`config.mk`:
```
export PLATFORM = sky130hd
export DESIGN_NAME = sbc_top
export DESIGN_NICKNAME = d
export VERILOG_FILES = /design/src/sbc_pkg.sv /design/src/sbc_window_match.sv /design/src/sbc_cfg_decode.sv /design/src/sbc_top.sv
export VERILOG_INCLUDE_DIRS = /design/src
export SDC_FILE = /design/constraint.sdc
export NUM_CORES = 1
export LEC_CHECK = 0
export BUFFER_PORTS_ARGS = -buffer_cell sky130_fd_sc_hd__buf_2
export CORE_AREA = 2 2 166 168
export CTS_BUF_LIST = sky130_fd_sc_hd__clkbuf_2
export CTS_CLUSTER_SIZE = 20
export DETAILED_ROUTE_END_ITERATION = 6
export DIE_AREA = 0 0 168 170
export PLACE_DENSITY_LB_ADDON = 0.08
export SYNTH_ARGS = -nofsm -noshare
export SYNTH_HDL_FRONTEND = slang
export SYNTH_SLANG_ARGS = --single-unit
```
`constraint.sdc`:
```
create_clock -name pclk -period 6.1 [get_ports pclk]
set_input_delay 0.915 -clock pclk [delete_from_list [all_inputs] [get_ports pclk]]
set_output_delay 0.915 -clock pclk [all_outputs]
set_load 0.05 [all_outputs]
```
`src/sbc_consts.svh`:
```
// Register offsets, field positions, reset values and timing constants
// of the static bank configuration and decode block.
// Assumes inclusion by bare name from the package and the modules.
`ifndef SBC_CONSTS_SVH
`define SBC_CONSTS_SVH

// ****************************************
// Register offsets (byte addresses)
// ****************************************
`define SBC_OFS_CFG_BASE 8'h00
`define SBC_OFS_WIN_BASE 8'h10
`define SBC_OFS_STATUS 8'h20

// ****************************************
// Timing configuration fields
// ****************************************
`define SBC_CFG_HOLD_LSB 12
`define SBC_CFG_SETUP_LSB 8
`define SBC_CFG_BW_LSB 6
`define SBC_CFG_BCM_BIT 3
`define SBC_CFG_BL_LSB 1
`define SBC_CFG_SMT_BIT 0
`define SBC_CFG_WMASK 32'h000077CF
`define SBC_CFG_RESET 32'h00007700

// ****************************************
// Address window fields
// ****************************************
`define SBC_WIN_BASE_LSB 8
`define SBC_WIN_MASK_LSB 0
`define SBC_WIN_WMASK 32'h0000FFFF
`define SBC_WIN1_RESET 16'h18FC
`define SBC_WIN2_RESET 16'h14FC
`define SBC_WIN3_RESET 16'h0CFC
`define SBC_WIN4_RESET 16'h08FC
`define SBC_BANK0_BASE 8'h00
`define SBC_BANK0_MASK 8'hFC

// ****************************************
// Clock
// ****************************************
`define SBC_CLK_PERIOD_NS 40

`endif

```
`src/sbc_pkg.sv`:
```
// Types shared by the static bank configuration and decode block.
// Assumes the constants header sits in the same folder.
`include "sbc_consts.svh"

package sbc_pkg;

	typedef enum logic [3:0] {
		SBC_IDLE = 4'h1,
		SBC_SETUP = 4'h2,
		SBC_STROBE = 4'h4,
		SBC_HOLD = 4'h8
	} sbc_state_e;

	typedef logic [7:0] sbc_byte_t;

endpackage

```
`src/sbc_window_match.sv`:
```
// Matches the upper address byte against four bank windows and bank 0.
// Assumes windows come from the register file on the same clock.
`timescale 1ns/1ps
`default_nettype none
`include "sbc_consts.svh"

module sbc_window_match
	import sbc_pkg::*;
#(
	parameter int NBANK = 4
) (
	input wire logic [7:0] addr_hi, // Physical address bits 31:24
	input wire logic [NBANK*16-1:0] windows, // Base and mask per bank
	output logic [NBANK:0] hit, // One-hot bank match, bank 0 in bit 0
	output logic any_hit // A bank 1 to 4 window matched
);

	logic [NBANK:1] raw;
	logic [NBANK:1] lower_hit;

	genvar g;
	generate
		for (g = 1; g <= NBANK; g++) begin : g_win
			wire sbc_byte_t base = windows[(g-1)*16+`SBC_WIN_BASE_LSB +: 8];
			wire sbc_byte_t mask = windows[(g-1)*16+`SBC_WIN_MASK_LSB +: 8];
			assign raw[g] = (addr_hi & mask) == base;
			if (g == 1) begin : g_first
				assign lower_hit[g] = 1'b0;
			end else begin : g_rest
				assign lower_hit[g] = lower_hit[g-1] | raw[g-1];
			end
			// Lowest matching bank wins on overlap
			assign hit[g] = raw[g] & ~lower_hit[g];
		end
	endgenerate

	assign any_hit = |raw;
	// Boot region stays fixed at zero
	assign hit[0] = ~any_hit && ((addr_hi & `SBC_BANK0_MASK) == `SBC_BANK0_BASE);

endmodule
`default_nettype wire

```
`src/sbc_cfg_decode.sv`:
```
// Decodes one bank timing configuration word into access parameters.
// Assumes a word that already has reserved bits cleared.
`timescale 1ns/1ps
`default_nettype none
`include "sbc_consts.svh"

module sbc_cfg_decode
	import sbc_pkg::*;
(
	input wire logic [31:0] cfg, // Timing configuration word
	output logic [2:0] setup_wait, // Cycles from address to strobe
	output logic [2:0] hold_wait, // Cycles from strobe end to release
	output logic [5:0] beats, // Strobe beats per read
	output logic [2:0] step, // Address step per beat in bytes
	output logic byte_ctl, // Byte strobes also on reads
	output logic burst_rom // Burst ROM selected
);

	wire [1:0] bw = cfg[`SBC_CFG_BW_LSB +: 2];
	wire [1:0] bl = cfg[`SBC_CFG_BL_LSB +: 2];

	assign setup_wait = cfg[`SBC_CFG_SETUP_LSB +: 3];
	assign hold_wait = cfg[`SBC_CFG_HOLD_LSB +: 3];
	assign burst_rom = cfg[`SBC_CFG_SMT_BIT];
	// Byte control only counts for normal memory
	assign byte_ctl = cfg[`SBC_CFG_BCM_BIT] & ~burst_rom;
	// Burst of 4, 8, 16 or 32 beats; a single beat otherwise
	assign beats = burst_rom ? (6'h04 << bl) : 6'h01;
	// Reserved width code falls back to 8 bits
	assign step = (bw == 2'h1) ? 3'h2 : (bw == 2'h2) ? 3'h4 : 3'h1;

endmodule
`default_nettype wire

```
`src/sbc_top.sv`:
```
// Static memory bank configuration, address decode and access timing.
// Assumes an APB master on pclk and a system requester on the same clock.
//
// Notes on behaviour
// Setup field 10:8 waits 0 to 7 cycles from address to strobe; resets 111.
// Hold field 14:12 waits that many cycles after strobe before release.
// Configuration bits 11 and 5:4 ignore writes and read zero.
// Width field 7:6 picks 8, 16 or 32 bits; 11 is reserved.
// Bit 3 selects byte control SRAM, honoured only for normal memory.
// Burst ROM length field 2:1 gives 4, 8, 16 or 32 beats.
// Software must not pair 16 beats with a 32-bit bus.
// Software uses 32 beats only with an 8-bit bus.
// Bit 0 selects normal memory or burst ROM; resets to normal.
// Bank n is active when address byte masked equals its base.
// Software keeps bank windows apart; overlaps are unpredictable.
// Bank 0 always decodes at base zero as boot region; the code selects it only if no bank 1 to 4 window matches.
// Window base field 15:8 resets to 18, 14, 0C, 08.
// Window mask field resets to FC for all four banks.
// Window bits 31:16 read zero; fields return to defaults on reset.
// Bank select asserts in the same cycle as the address.
// No window match means no bank 1 to 4 select.
// All wait cycles are counted in controller clock periods.
//
// Implementation choices: register access over APB and the register offsets.
`timescale 1ns/1ps
`default_nettype none
`include "sbc_consts.svh"

module sbc_top
	import sbc_pkg::*;
#(
	parameter int NBANK = 4
) (
	input wire logic pclk, // System clock, 25 MHz
	input wire logic presetn, // Asynchronous reset, active low
	input wire logic psel, // APB select
	input wire logic penable, // APB enable
	input wire logic pwrite, // APB write
	input wire logic [7:0] paddr, // APB byte address
	input wire logic [31:0] pwdata, // APB write data
	output logic [31:0] prdata, // APB read data
	output logic pready, // APB ready
	output logic pslverr, // APB error on unmapped address
	input wire logic sys_req, // Access request, held until done
	input wire logic sys_write, // Access is a write
	input wire logic [31:0] sys_addr, // Physical address
	input wire logic [3:0] sys_be, // Byte enables
	output logic sys_done, // Access finished, one cycle
	output logic [31:0] mem_addr, // External address
	output logic [NBANK:0] bank_select_n, // Bank chip selects, active low
	output logic rd_n, // Read strobe, active low
	output logic we_n, // Write strobe, active low
	output logic [3:0] byte_sel_n // Byte strobes, active low
);

	// ****************************************
	// Register file
	// ****************************************
	logic [31:0] cfg_q [NBANK];
	logic [15:0] win_q [NBANK];
	logic [31:0] prdata_q;
	logic pready_q;
	logic pslverr_q;

	wire apb_setup = psel && !penable;
	wire apb_done = psel && penable && pready_q;
	wire apb_wr = apb_done && pwrite && mapped;
	wire [5:0] word_idx = paddr[7:2];
	wire cfg_sel = (paddr >= `SBC_OFS_CFG_BASE) && (paddr < `SBC_OFS_WIN_BASE);
	wire win_sel = (paddr >= `SBC_OFS_WIN_BASE) && (paddr < `SBC_OFS_STATUS);
	wire sts_sel = paddr == `SBC_OFS_STATUS;
	wire [1:0] reg_idx = word_idx[1:0];
	wire mapped = (paddr[1:0] == 2'h0) && (cfg_sel || win_sel || sts_sel);
	localparam logic [15:0] WIN_RST [NBANK] = '{`SBC_WIN1_RESET, `SBC_WIN2_RESET, `SBC_WIN3_RESET, `SBC_WIN4_RESET};
	logic [NBANK*16-1:0] win_flat;
	logic [31:0] sts_word;
	logic [31:0] rd_word;

	genvar g;
	generate
		for (g = 0; g < NBANK; g++) begin : g_regs
			always_ff @(posedge pclk or negedge presetn) begin
				if (!presetn) begin
					cfg_q[g] <= `SBC_CFG_RESET;
					win_q[g] <= WIN_RST[g];
				end else if (apb_wr && reg_idx == 2'(g)) begin
					if (cfg_sel) begin
						cfg_q[g] <= pwdata & `SBC_CFG_WMASK;
					end
					if (win_sel) begin
						win_q[g] <= pwdata[15:0];
					end
				end
			end
			assign win_flat[g*16 +: 16] = win_q[g];
		end
	endgenerate

	assign rd_word = cfg_sel ? cfg_q[reg_idx] :
		win_sel ? {16'h0000, win_q[reg_idx]} :
		sts_sel ? sts_word : 32'h00000000;

	always_ff @(posedge pclk or negedge presetn) begin
		if (!presetn) begin
			prdata_q <= 32'h00000000;
			pready_q <= 1'b0;
			pslverr_q <= 1'b0;
		end else begin
			pready_q <= apb_setup;
			pslverr_q <= apb_setup && !mapped;
			if (apb_setup) begin
				prdata_q <= mapped ? rd_word : 32'h00000000;
			end
		end
	end

	assign prdata = prdata_q;
	assign pready = pready_q;
	assign pslverr = pslverr_q;

	// ****************************************
	// Bank decode and selected configuration
	// ****************************************
	logic [NBANK:0] hit;
	logic any_hit;

	sbc_window_match #(.NBANK(NBANK)) u_match (
		.addr_hi(sys_addr[31:24]),
		.windows(win_flat),
		.hit(hit),
		.any_hit(any_hit)
	);

	logic [31:0] sel_cfg;
	always_comb begin
		sel_cfg = `SBC_CFG_RESET;
		for (int i = 0; i < NBANK; i++) begin
			if (hit[i+1]) begin
				sel_cfg = cfg_q[i];
			end
		end
	end

	logic [2:0] setup_wait;
	logic [2:0] hold_wait;
	logic [5:0] beats;
	logic [2:0] step;
	logic byte_ctl;
	logic burst_rom;

	sbc_cfg_decode u_cfg (
		.cfg(sel_cfg),
		.setup_wait(setup_wait),
		.hold_wait(hold_wait),
		.beats(beats),
		.step(step),
		.byte_ctl(byte_ctl),
		.burst_rom(burst_rom)
	);

	// ****************************************
	// Access sequencer
	// ****************************************
	sbc_state_e state_q;
	sbc_state_e state_d;
	logic [2:0] cnt_q;
	logic [5:0] beat_q;
	logic [2:0] hold_q;
	logic [2:0] step_q;
	logic wr_q;
	logic bctl_q;
	logic [3:0] be_q;
	logic [31:0] addr_q;
	logic [NBANK:0] cs_n_q;
	logic rd_n_q;
	logic we_n_q;
	logic [3:0] bsel_n_q;
	logic done_q;
	logic miss_q;

	wire accept = (state_q == SBC_IDLE) && sys_req && !done_q;
	wire any_sel = |hit;
	wire setup_last = (state_q == SBC_SETUP) && (cnt_q == 3'h1);
	wire strobe_last = (state_q == SBC_STROBE) && (beat_q == 6'h01);
	wire hold_last = (state_q == SBC_HOLD) && (cnt_q == 3'h1);
	wire go_strobe = (accept && any_sel && setup_wait == 3'h0) || setup_last;
	wire release_now = (strobe_last && hold_q == 3'h0) || hold_last;
	wire [3:0] strobe_bytes = (wr_q || bctl_q) ? ~be_q : 4'hF;

	always_comb begin
		state_d = state_q;
		case (state_q)
			SBC_IDLE: begin
				if (accept && any_sel) begin
					state_d = (setup_wait == 3'h0) ? SBC_STROBE : SBC_SETUP;
				end
			end
			SBC_SETUP: begin
				if (setup_last) begin
					state_d = SBC_STROBE;
				end
			end
			SBC_STROBE: begin
				if (strobe_last) begin
					state_d = (hold_q == 3'h0) ? SBC_IDLE : SBC_HOLD;
				end
			end
			SBC_HOLD: begin
				if (hold_last) begin
					state_d = SBC_IDLE;
				end
			end
			default: begin
				state_d = SBC_IDLE;
			end
		endcase
	end

	always_ff @(posedge pclk or negedge presetn) begin
		if (!presetn) begin
			state_q <= SBC_IDLE;
			cnt_q <= 3'h0;
			beat_q <= 6'h00;
			hold_q <= 3'h0;
			step_q <= 3'h1;
			wr_q <= 1'b0;
			bctl_q <= 1'b0;
			be_q <= 4'h0;
		end else begin
			state_q <= state_d;
			if (accept) begin
				cnt_q <= setup_wait;
				beat_q <= sys_write ? 6'h01 : beats;
				hold_q <= hold_wait;
				step_q <= step;
				wr_q <= sys_write;
				bctl_q <= byte_ctl;
				be_q <= sys_be;
			end else if (state_q == SBC_SETUP) begin
				cnt_q <= cnt_q - 3'h1;
			end else if (state_q == SBC_STROBE) begin
				beat_q <= beat_q - 6'h01;
				cnt_q <= hold_q;
			end else if (state_q == SBC_HOLD) begin
				cnt_q <= cnt_q - 3'h1;
			end
		end
	end

	always_ff @(posedge pclk or negedge presetn) begin
		if (!presetn) begin
			addr_q <= 32'h00000000;
			cs_n_q <= '1;
			rd_n_q <= 1'b1;
			we_n_q <= 1'b1;
			bsel_n_q <= 4'hF;
			done_q <= 1'b0;
			miss_q <= 1'b0;
		end else begin
			done_q <= release_now || (accept && !any_sel);
			if (accept) begin
				addr_q <= sys_addr;
				cs_n_q <= ~hit;
				miss_q <= !any_sel;
			end else if (release_now) begin
				cs_n_q <= '1;
			end
			if (state_q == SBC_STROBE && !strobe_last) begin
				addr_q <= addr_q + {29'h0, step_q};
			end
			if (go_strobe) begin
				rd_n_q <= accept ? sys_write : wr_q;
				we_n_q <= accept ? !sys_write : !wr_q;
				bsel_n_q <= accept ? ((sys_write || byte_ctl) ? ~sys_be : 4'hF) : strobe_bytes;
			end else if (strobe_last) begin
				rd_n_q <= 1'b1;
				we_n_q <= 1'b1;
				bsel_n_q <= 4'hF;
			end
		end
	end

	assign sts_word = {16'h0000, 3'h0, miss_q, 3'h0, ~cs_n_q, state_q};
	assign sys_done = done_q;
	assign mem_addr = addr_q;
	assign bank_select_n = cs_n_q;
	assign rd_n = rd_n_q;
	assign we_n = we_n_q;
	assign byte_sel_n = bsel_n_q;

	// ****************************************
	// Assertions
	// ****************************************
	logic [3:0] gap_h;
	logic [3:0] exp_gap_h;
	logic [6:0] beat_h;
	logic [6:0] exp_beat_h;
	logic [3:0] hold_h;
	wire strobe_on = !rd_n_q || !we_n_q;

	always_ff @(posedge pclk or negedge presetn) begin
		if (!presetn) begin
			gap_h <= 4'h0;
			exp_gap_h <= 4'h0;
			beat_h <= 7'h00;
			exp_beat_h <= 7'h00;
			hold_h <= 4'h0;
		end else begin
			if (accept) begin
				gap_h <= 4'h0;
				exp_gap_h <= {1'b0, setup_wait};
				beat_h <= 7'h00;
				exp_beat_h <= sys_write ? 7'h01 : {1'b0, beats};
			end else if (state_q == SBC_SETUP) begin
				gap_h <= gap_h + 4'h1;
			end
			if (strobe_on) begin
				beat_h <= beat_h + 7'h01;
			end
			hold_h <= (strobe_on || &cs_n_q) ? 4'h0 : hold_h + 4'h1;
		end
	end
endmodule
`default_nettype wire

```
### After elaboration in Yosys (flattened, before gate mapping)

Cells that the tools add are included.

| word-level totals | value |
|---|---|
| register bits | 216 |
| ROM bits | 0 |
| latch bits | 0 |
| memory bits (writable) | 0 |
| logic and storage cells | 182 |
| output and inout bits | 78 |
| input port bits | 83 |
| memories | 0 |

| operators by class | value |
|---|---|
| add/subtract/negate cells | 3 |
| $lt $le $gt $ge | 5 |
| reduce and logical (&&, ||, !) cells | 60 |
| muxes and demuxes | 46 |
| shift-type cells | 1 |
| divide/modulo/power cells | 0 |
| bitwise logic cells | 20 |
| equality and inequality tests | 21 |
| multiply operators | 0 |

Operators with widths:

| kind | count |
|---|---|
| $mux 32 | 6 |
| $bmux 32 s2 | 1 |
| $mux 15 | 4 |
| $mux 16 | 3 |
| $mux 4 | 10 |
| $add 32x3->32 | 1 |
| $and 8x8->8 | 4 |
| $bmux 16 s2 | 1 |
| $eq 8x8->1 | 4 |
| $mux 6 | 5 |
| $logic_and 1x1->1 | 24 |
| $mux 3 | 7 |
| $reduce_and 2->1 | 9 |
| $pmux 4 s4 | 1 |
| $mux 13 | 1 |
| $mux 5 | 2 |
| $not 5->5 | 2 |
| $eq 8x6->1 const B | 1 |
| $ge 8x1->1 const B | 1 |
| $ge 8x5->1 const B | 1 |
| $logic_not 8->1 | 1 |
| $lt 8x5->1 const B | 1 |
| $lt 8x6->1 const B | 1 |
| $ne 2x2->1 const B | 4 |
| 28 further kinds | 61 |

### Depth between registers and ports, before layout

| logic depth | value |
|---|---|
| word-level depth | 13 |
| mapped depth | 14 |

### Hierarchy

From an unflattened synthesis, not the netlist that was laid out.

| unflattened totals | value |
|---|---|
| cells, all modules | 995 |
| area, all modules | 10996.8 um^2 |

By module, submodules not included:

| module | instances | seq. area each (um^2) | area each (um^2) | cells each |
|---|---|---|---|---|
| sbc_top | 1 | 5089.9 | 10203.5 | 882 |
| sbc_window_match | 1 | 0.0 | 650.6 | 94 |
| sbc_cfg_decode | 1 | 0.0 | 142.6 | 19 |

### Least setup slack after synthesis

OpenSTA, ideal clock, no wires.

| path | value |
|---|---|
| path type | input-to-reg |
| start point | in sys_addr[29] |
| end point | reg rd_n_q, in the netlist rd_n |
| setup slack | 2.926 ns |
| cell stages on the path | 10 |
| arrival | 3.092 ns |
| library setup time | 0.082 ns |
| path buffers | 2 |
| path through | buf_6 -> a21o_1 -> a211oi_2 -> and4_1 -> buf_6 -> nor3_2 -> a211o_1 -> a221o_1 -> a32oi_4 -> mux2_4 |

| between the ends | value |
|---|---|
| longest elaborated chain between the ends | 11 |

RTL lines:

| what | RTL line | source |
|---|---|---|
| start, declared | sbc_top.sv:46 | `input wire logic [31:0] sys_addr,` |
| $and 8x8->8 | sbc_window_match.sv:26 | `assign raw[g] = (addr_hi & mask) == base;` |
| $eq 8x8->1 | sbc_window_match.sv:26 |  |
| $not 1->1 / $or 1x1->1 (equally long branches) | sbc_window_match.sv:33, sbc_window_match.sv:30 |  |
| $and 1x1->1, or another cell as far along | sbc_window_match.sv:33 | `assign hit[g] = raw[g] & ~lower_hit[g];` |
| $mux 15, or another cell as far along | sbc_top.sv:138 | `if (hit[i+1]) begin` |
| $mux 15 / $and 1x1->1 (equally long branches) | sbc_top.sv:138, sbc_window_match.sv:33 |  |
| $mux 15 / $reduce_or 5->1 (equally long branches) | sbc_top.sv:138, sbc_top.sv:182 |  |
| $logic_not 3->1 / $logic_and 1x1->1 (equally long branches) | sbc_top.sv:186 | `wire go_strobe = (accept && any_sel && setup_wait == 3'h0) \|\| setup_last;` |
| $logic_and 1x1->1 * | sbc_top.sv:186 |  |
| $logic_or 1x1->1 * | sbc_top.sv:186 |  |
| $mux 1 / $reduce_bool 2->1 (equally long branches) | -- |  |
| end signal, assigned | sbc_top.sv:272 | `rd_n_q <= accept ? sys_write : wr_q;` |
| end, declared | sbc_top.sv:175 | `logic rd_n_q;` |

Mark *: on every way between the ends. The rest lies on a longest branch, timed or not.
A chain may end at the register's enable or synchronous reset.

### Worst setup path in the final report

| path | value |
|---|---|
| start point | reg win_q (netlist bit win_flat[28]) |
| end point | reg rd_n_q, in the netlist rd_n |

| between the ends | value |
|---|---|
| longest elaborated chain between the ends | 10 |

RTL lines:

| what | RTL line | source |
|---|---|---|
| start, declared | sbc_top.sv:60 | `logic [15:0] win_q [NBANK];` |
| start signal, assigned by index | sbc_top.sv:85 | `win_q[g] <= WIN_RST[g];` |
| start signal, assigned by index | sbc_top.sv:91 | `win_q[g] <= pwdata[15:0];` |
| $eq 8x8->1 * | sbc_window_match.sv:26 |  |
| $or 1x1->1 | sbc_window_match.sv:30 | `assign lower_hit[g] = lower_hit[g-1] \| raw[g-1];` |
| $not 1->1 / $or 1x1->1 (equally long branches) | sbc_window_match.sv:33, sbc_window_match.sv:30 |  |
| $and 1x1->1 / $not 1->1 (equally long branches) | sbc_window_match.sv:33 |  |
| $mux 15 / $and 1x1->1 (equally long branches) | sbc_top.sv:138, sbc_window_match.sv:33 |  |
| $mux 15 / $reduce_or 5->1 (equally long branches) | sbc_top.sv:138, sbc_top.sv:182 |  |
| $logic_not 3->1 / $logic_and 1x1->1 (equally long branches) | sbc_top.sv:186 |  |
| $logic_and 1x1->1 * | sbc_top.sv:186 |  |
| $logic_or 1x1->1 * | sbc_top.sv:186 |  |
| $mux 1 / $reduce_bool 2->1 (equally long branches) | -- |  |

Marked as above.

==> summary.log <==
INFO  status         run_status=complete, no violations
INFO  critical_path  timing.critical_path.arrival=4.44ns
INFO  finish         finalCoreUtilization=45.0%
INFO  yosys          syn_inst=1007
INFO  floorplan      die-area=28600µm²
INFO  critical_path  required=6.87ns
INFO  clocking       worstSkewPairLatency=0.79ns
INFO  drt            drt_first_iter_violations=565
INFO  timing         worst_slew_margin_rel=31.8%
INFO  power_and_ir_drop power_per_cell_area=316nW/µm²
INFO  timing         finalSetupTns=0ns
INFO  yosys          synth_top_area_share=30.4%
INFO  power_and_ir_drop p_leak=5.42nW
INFO  finish         share_of_final_layout_standard_cells_stronger_than_drive_strength_1=33.5%
INFO  floorplan      floorplan.rows=60
INFO  critical_path  crit_fanout=15
INFO  critical_path  criticalPathCategory=flip-flop to flip-flop
INFO  yosys          ys_async_sr_fraction=100%
INFO  clocking       cts.reportedPaths.clkPinSlew=0.32ns
INFO  clocking       cts_root_buf=clkbuf_2
INFO  global_routing grt_use_total=21.4%
INFO  global_routing global_route_wire_length_before_repair=47.2mm
INFO  yosys          ys_seq_area_share=46.8%
INFO  finish         final_cell_area=12000µm²
INFO  timing         fmax=273MHz
INFO  timing         skew=0.0429ns
INFO  power_and_ir_drop p_int=2.09mW
INFO  yosys          netlist-cell-type-count=74
INFO  global_routing grt_pass1_vias=8151
INFO  critical_path  worst_path_dominant_cell_family=simple AND/OR/NAND/NOR gates
INFO  timing         unrepaired_setup_endpoints_after_global_routing=no
INFO  clocking       clockBufferDepth=2
INFO  power_and_ir_drop pwr-share-comb=37.3%
INFO  timing         setup-violations-final=0
INFO  power_and_ir_drop max-vdd-ir-drop=0.163mV
INFO  drt            num_vias=8352
INFO  place          place_area=11700µm²
INFO  place          dp_cells=1429
INFO  drt            routed_via_density=5.70
INFO  power_and_ir_drop sequentialPowerShare=44.9%
INFO  critical_path  path_buf_inv=0
INFO  floorplan      core_area=26700µm²
INFO  yosys          synth.avg_cell_area=10.8µm²
INFO  power_and_ir_drop p_sw=1.71mW
INFO  drt            route.detailed.wl_per_inst=20.4µm
INFO  floorplan      die_w=168µm
INFO  clocking       numCtsBuffers=17
INFO  place          finalWeightedCongestion=0.783
INFO  worst_hold_path hp-class=primary input to asynchronous set/reset pin
INFO  yosys          synthesis.area=10900µm²
INFO  timing         final_min_period_over_clock_period=60.1%
INFO  clocking       ctsResizeCount=0
INFO  clocking       buffers_inserted_during_post_cts_setup_optimization=0
INFO  timing         worst-slew-pin-transition=1.02ns
INFO  place          half_perimeter_wire_length_after_placement=21.4mm
INFO  finish         cell_count_final_fillers_out=1466
INFO  critical_path  worst_setup_path_end_kind=flip-flop
INFO  clocking       clk_sinks=200
INFO  finish         n_fill_cell=2609
INFO  finish         design.final.nets=1200
INFO  yosys          synthDominantAreaCellType=dfrtp_1
INFO  floorplan      fp.dieH=170µm
INFO  critical_path  worstSetupStartpointType=flip-flop
INFO  critical_path  r2r_start=win_flat[28]$_DFFE_PN1P_
INFO  critical_path  timing.critical_path.from=win_flat[28]$_DFFE_PN1P_
INFO  flow_run       max_cap_violations=0
INFO  place          port_buffers=128
INFO  finish         area.growth.synth_to_final=10.3%
INFO  critical_path  critical_path.slowest_cell=nand4b_1
INFO  drt            drc=0
INFO  global_routing antenna_violations_before_repair=1
INFO  clocking       tritoncts=yes
INFO  floorplan      initial_core_utilization=40.8%
INFO  floorplan      ios=161
INFO  power_and_ir_drop clock_power_share=17.8%
INFO  timing         final-max-slew-violation-count=0
INFO  global_routing globalRoute.totalOverflow=0
INFO  critical_path  critical_path.cell_chain=and3b_1 > a211oi_2 > nand4b_1 > nand2_1 > o22ai_1 > a221o_1 > a32oi_4 > mux2_4
INFO  timing         layout_min_cycle_time=3.67ns
INFO  critical_path  crit_path_max_incr_delay=0.74ns
INFO  power_and_ir_drop report.power.total=3.79mW
INFO  yosys          synthFlopType=dfrtp_1
INFO  power_and_ir_drop switching_share=45.0%
INFO  global_routing grt_start_max_net_pins=107
INFO  yosys          yosysWarnings=0
INFO  timing         timing_hold_violations_final=0
INFO  drt            firstDrtPassIters=5
INFO  yosys          ys_ff_latch=200
INFO  drt            drt-total-wl=30.0mm
INFO  yosys          synth_enable_flop_cells=0
INFO  yosys          yosys-top-cells-area=dfrtp_1 30%, dfstp_2 16%, mux2_2 9.0%
INFO  drt            antenna_violating_nets_post_route=0
INFO  clocking       post_cts_hold_buffers=0
INFO  clocking       cts_htree_levels=4
[cell usage in the layout (no fill, tap or decap), drive strengths merged, types with 5 or more instances in the layout]
master	n
a211oi	15
a21boi	8
a21o	10
a21oi	41
a22o	13
a22oi	10
a311oi	11
a31oi	6
and3	23
and3b	9
buf	138
clkbuf	18
clkinv	5
conb	16
dfrtp	132
dfstp	68
diode	5
ha	9
inv	28
mux2	112
mux2i	8
mux4	28
nand2	117
nand2b	5
nand3	27
nand4	13
nor2	67
nor3	26
nor4	10
o211ai	5
o21a	5
o21ai	46
o221ai	5
o22a	7
o22ai	14
o31ai	6
or2	6
[cells by family (layout without fill, tap and decap cells)]
| group | Yosys count | count (layout) | synth area share (%) |
|---|---|---|---|
| flops | 200 | 200 | 46.8 |
| buf+inv | 94 | 192 | 4.27 |
| simple gates | 325 | 325 | 14.7 |
| compound gates | 227 | 227 | 14.7 |
| other cells | 1 | 21 | 0.0345 |
| fa+ha+maj | 10 | 10 | 1.22 |
| mux | 148 | 148 | 18.2 |
| xor+xnor | 2 | 2 | 0.161 |
[power by group through the flow]
| stage | clock, mW | combinational (mW) | sequential, mW |
|---|---|---|---|
| floorplan | 0 | 0.629 | 2.14 |
| global placement | 0 | 1.42 | 1.72 |
| detailed placement | 0 | 1.43 | 1.73 |
| CTS | 0.707 | 1.43 | 1.70 |
| global route | 0.760 | 1.54 | 1.74 |
| finish | 0.676 | 1.41 | 1.70 |
[worst register-to-register path: cells and delay by family (launching register included)]
kind	cells	cell delay, ns
flops	1	0.62
compound gates	4	1.31
mux	1	0.34
simple gates	3	1.41
[cells in the mapped netlist, types with 24 or more instances]
master    instances
nand3_1          27
mux2_1           24
nor3_1           24
o21ai_0          42
nor2_1           67
clkbuf_1         32
dfrtp_1         132
nand2_1         117
mux4_2           28
mux2_2           87
a21oi_1          41
dfstp_2          68
[metrics by stage]
stage	hold WS, ns	setup slack (ns)
after floorplan	0.441	2.93
after global placement	0.451	1.92
after detailed placement	0.453	1.94
after CTS	0.140	2.54
after global routing	0.128	2.31
final	0.130	2.43
[state kept, by name (all words and copies together), names as in the netlist, 3 cells and up]
name,count
bank_select_n,5
be_q,4
beat_q,6
byte_sel_n,4
cfg_q,48
cnt_q,3
hold_q,3
mem_addr,32
prdata,16
state_q,4
step_q,3
win_flat,64
[per-layer routing]
| layer | part of all wire (%) | vias up | GRT usage, % |
|---|---|---|---|
| met1 | 46 | 4190 | 29.5 |
| met4 | 1.9 | 0 | 5.44 |
| met3 | 4.2 | 27 | 4.14 |
| met5 | 0 | - | 0 |
| met2 | 48 | 204 | 34.9 |
| li1 | - | 3931 | - |
[final cells by class]
class                           instances  area [µm²]  area share, %
Multi-Input combinational cell        728        5420           45.1
Antenna cell                            5        12.5          0.104
Clock inverter                         15         159           1.32
Timing Repair Buffer                  139         732           6.10
Tap cell                              341         427           3.56
Sequential cell                       200        5090           42.4
Inverter                               21        78.8          0.657
Clock buffer                           17        85.1          0.709
[final timing paths]
kind / endpoint / slack, ns / depth (start not counted)
max in group asynchronous: cfg_q[96]$_DFFE_PN0P_ / 4.70 / 2
hold / removal: mem_addr[8]$_DFFE_PN0P_ / 0.13 / 1
min in group pclk: mem_addr[3]$_DFFE_PN0P_ / 0.30 / 3
hold reg to reg: step_q[0]$_DFFE_PN1P_ / 0.48 / 2
setup / recovery: rd_n$_DFFE_PN1P_ / 2.43 / 8
setup reg to reg: rd_n$_DFFE_PN1P_ / 2.43 / 8
Power figures use the tool's default switching activity.
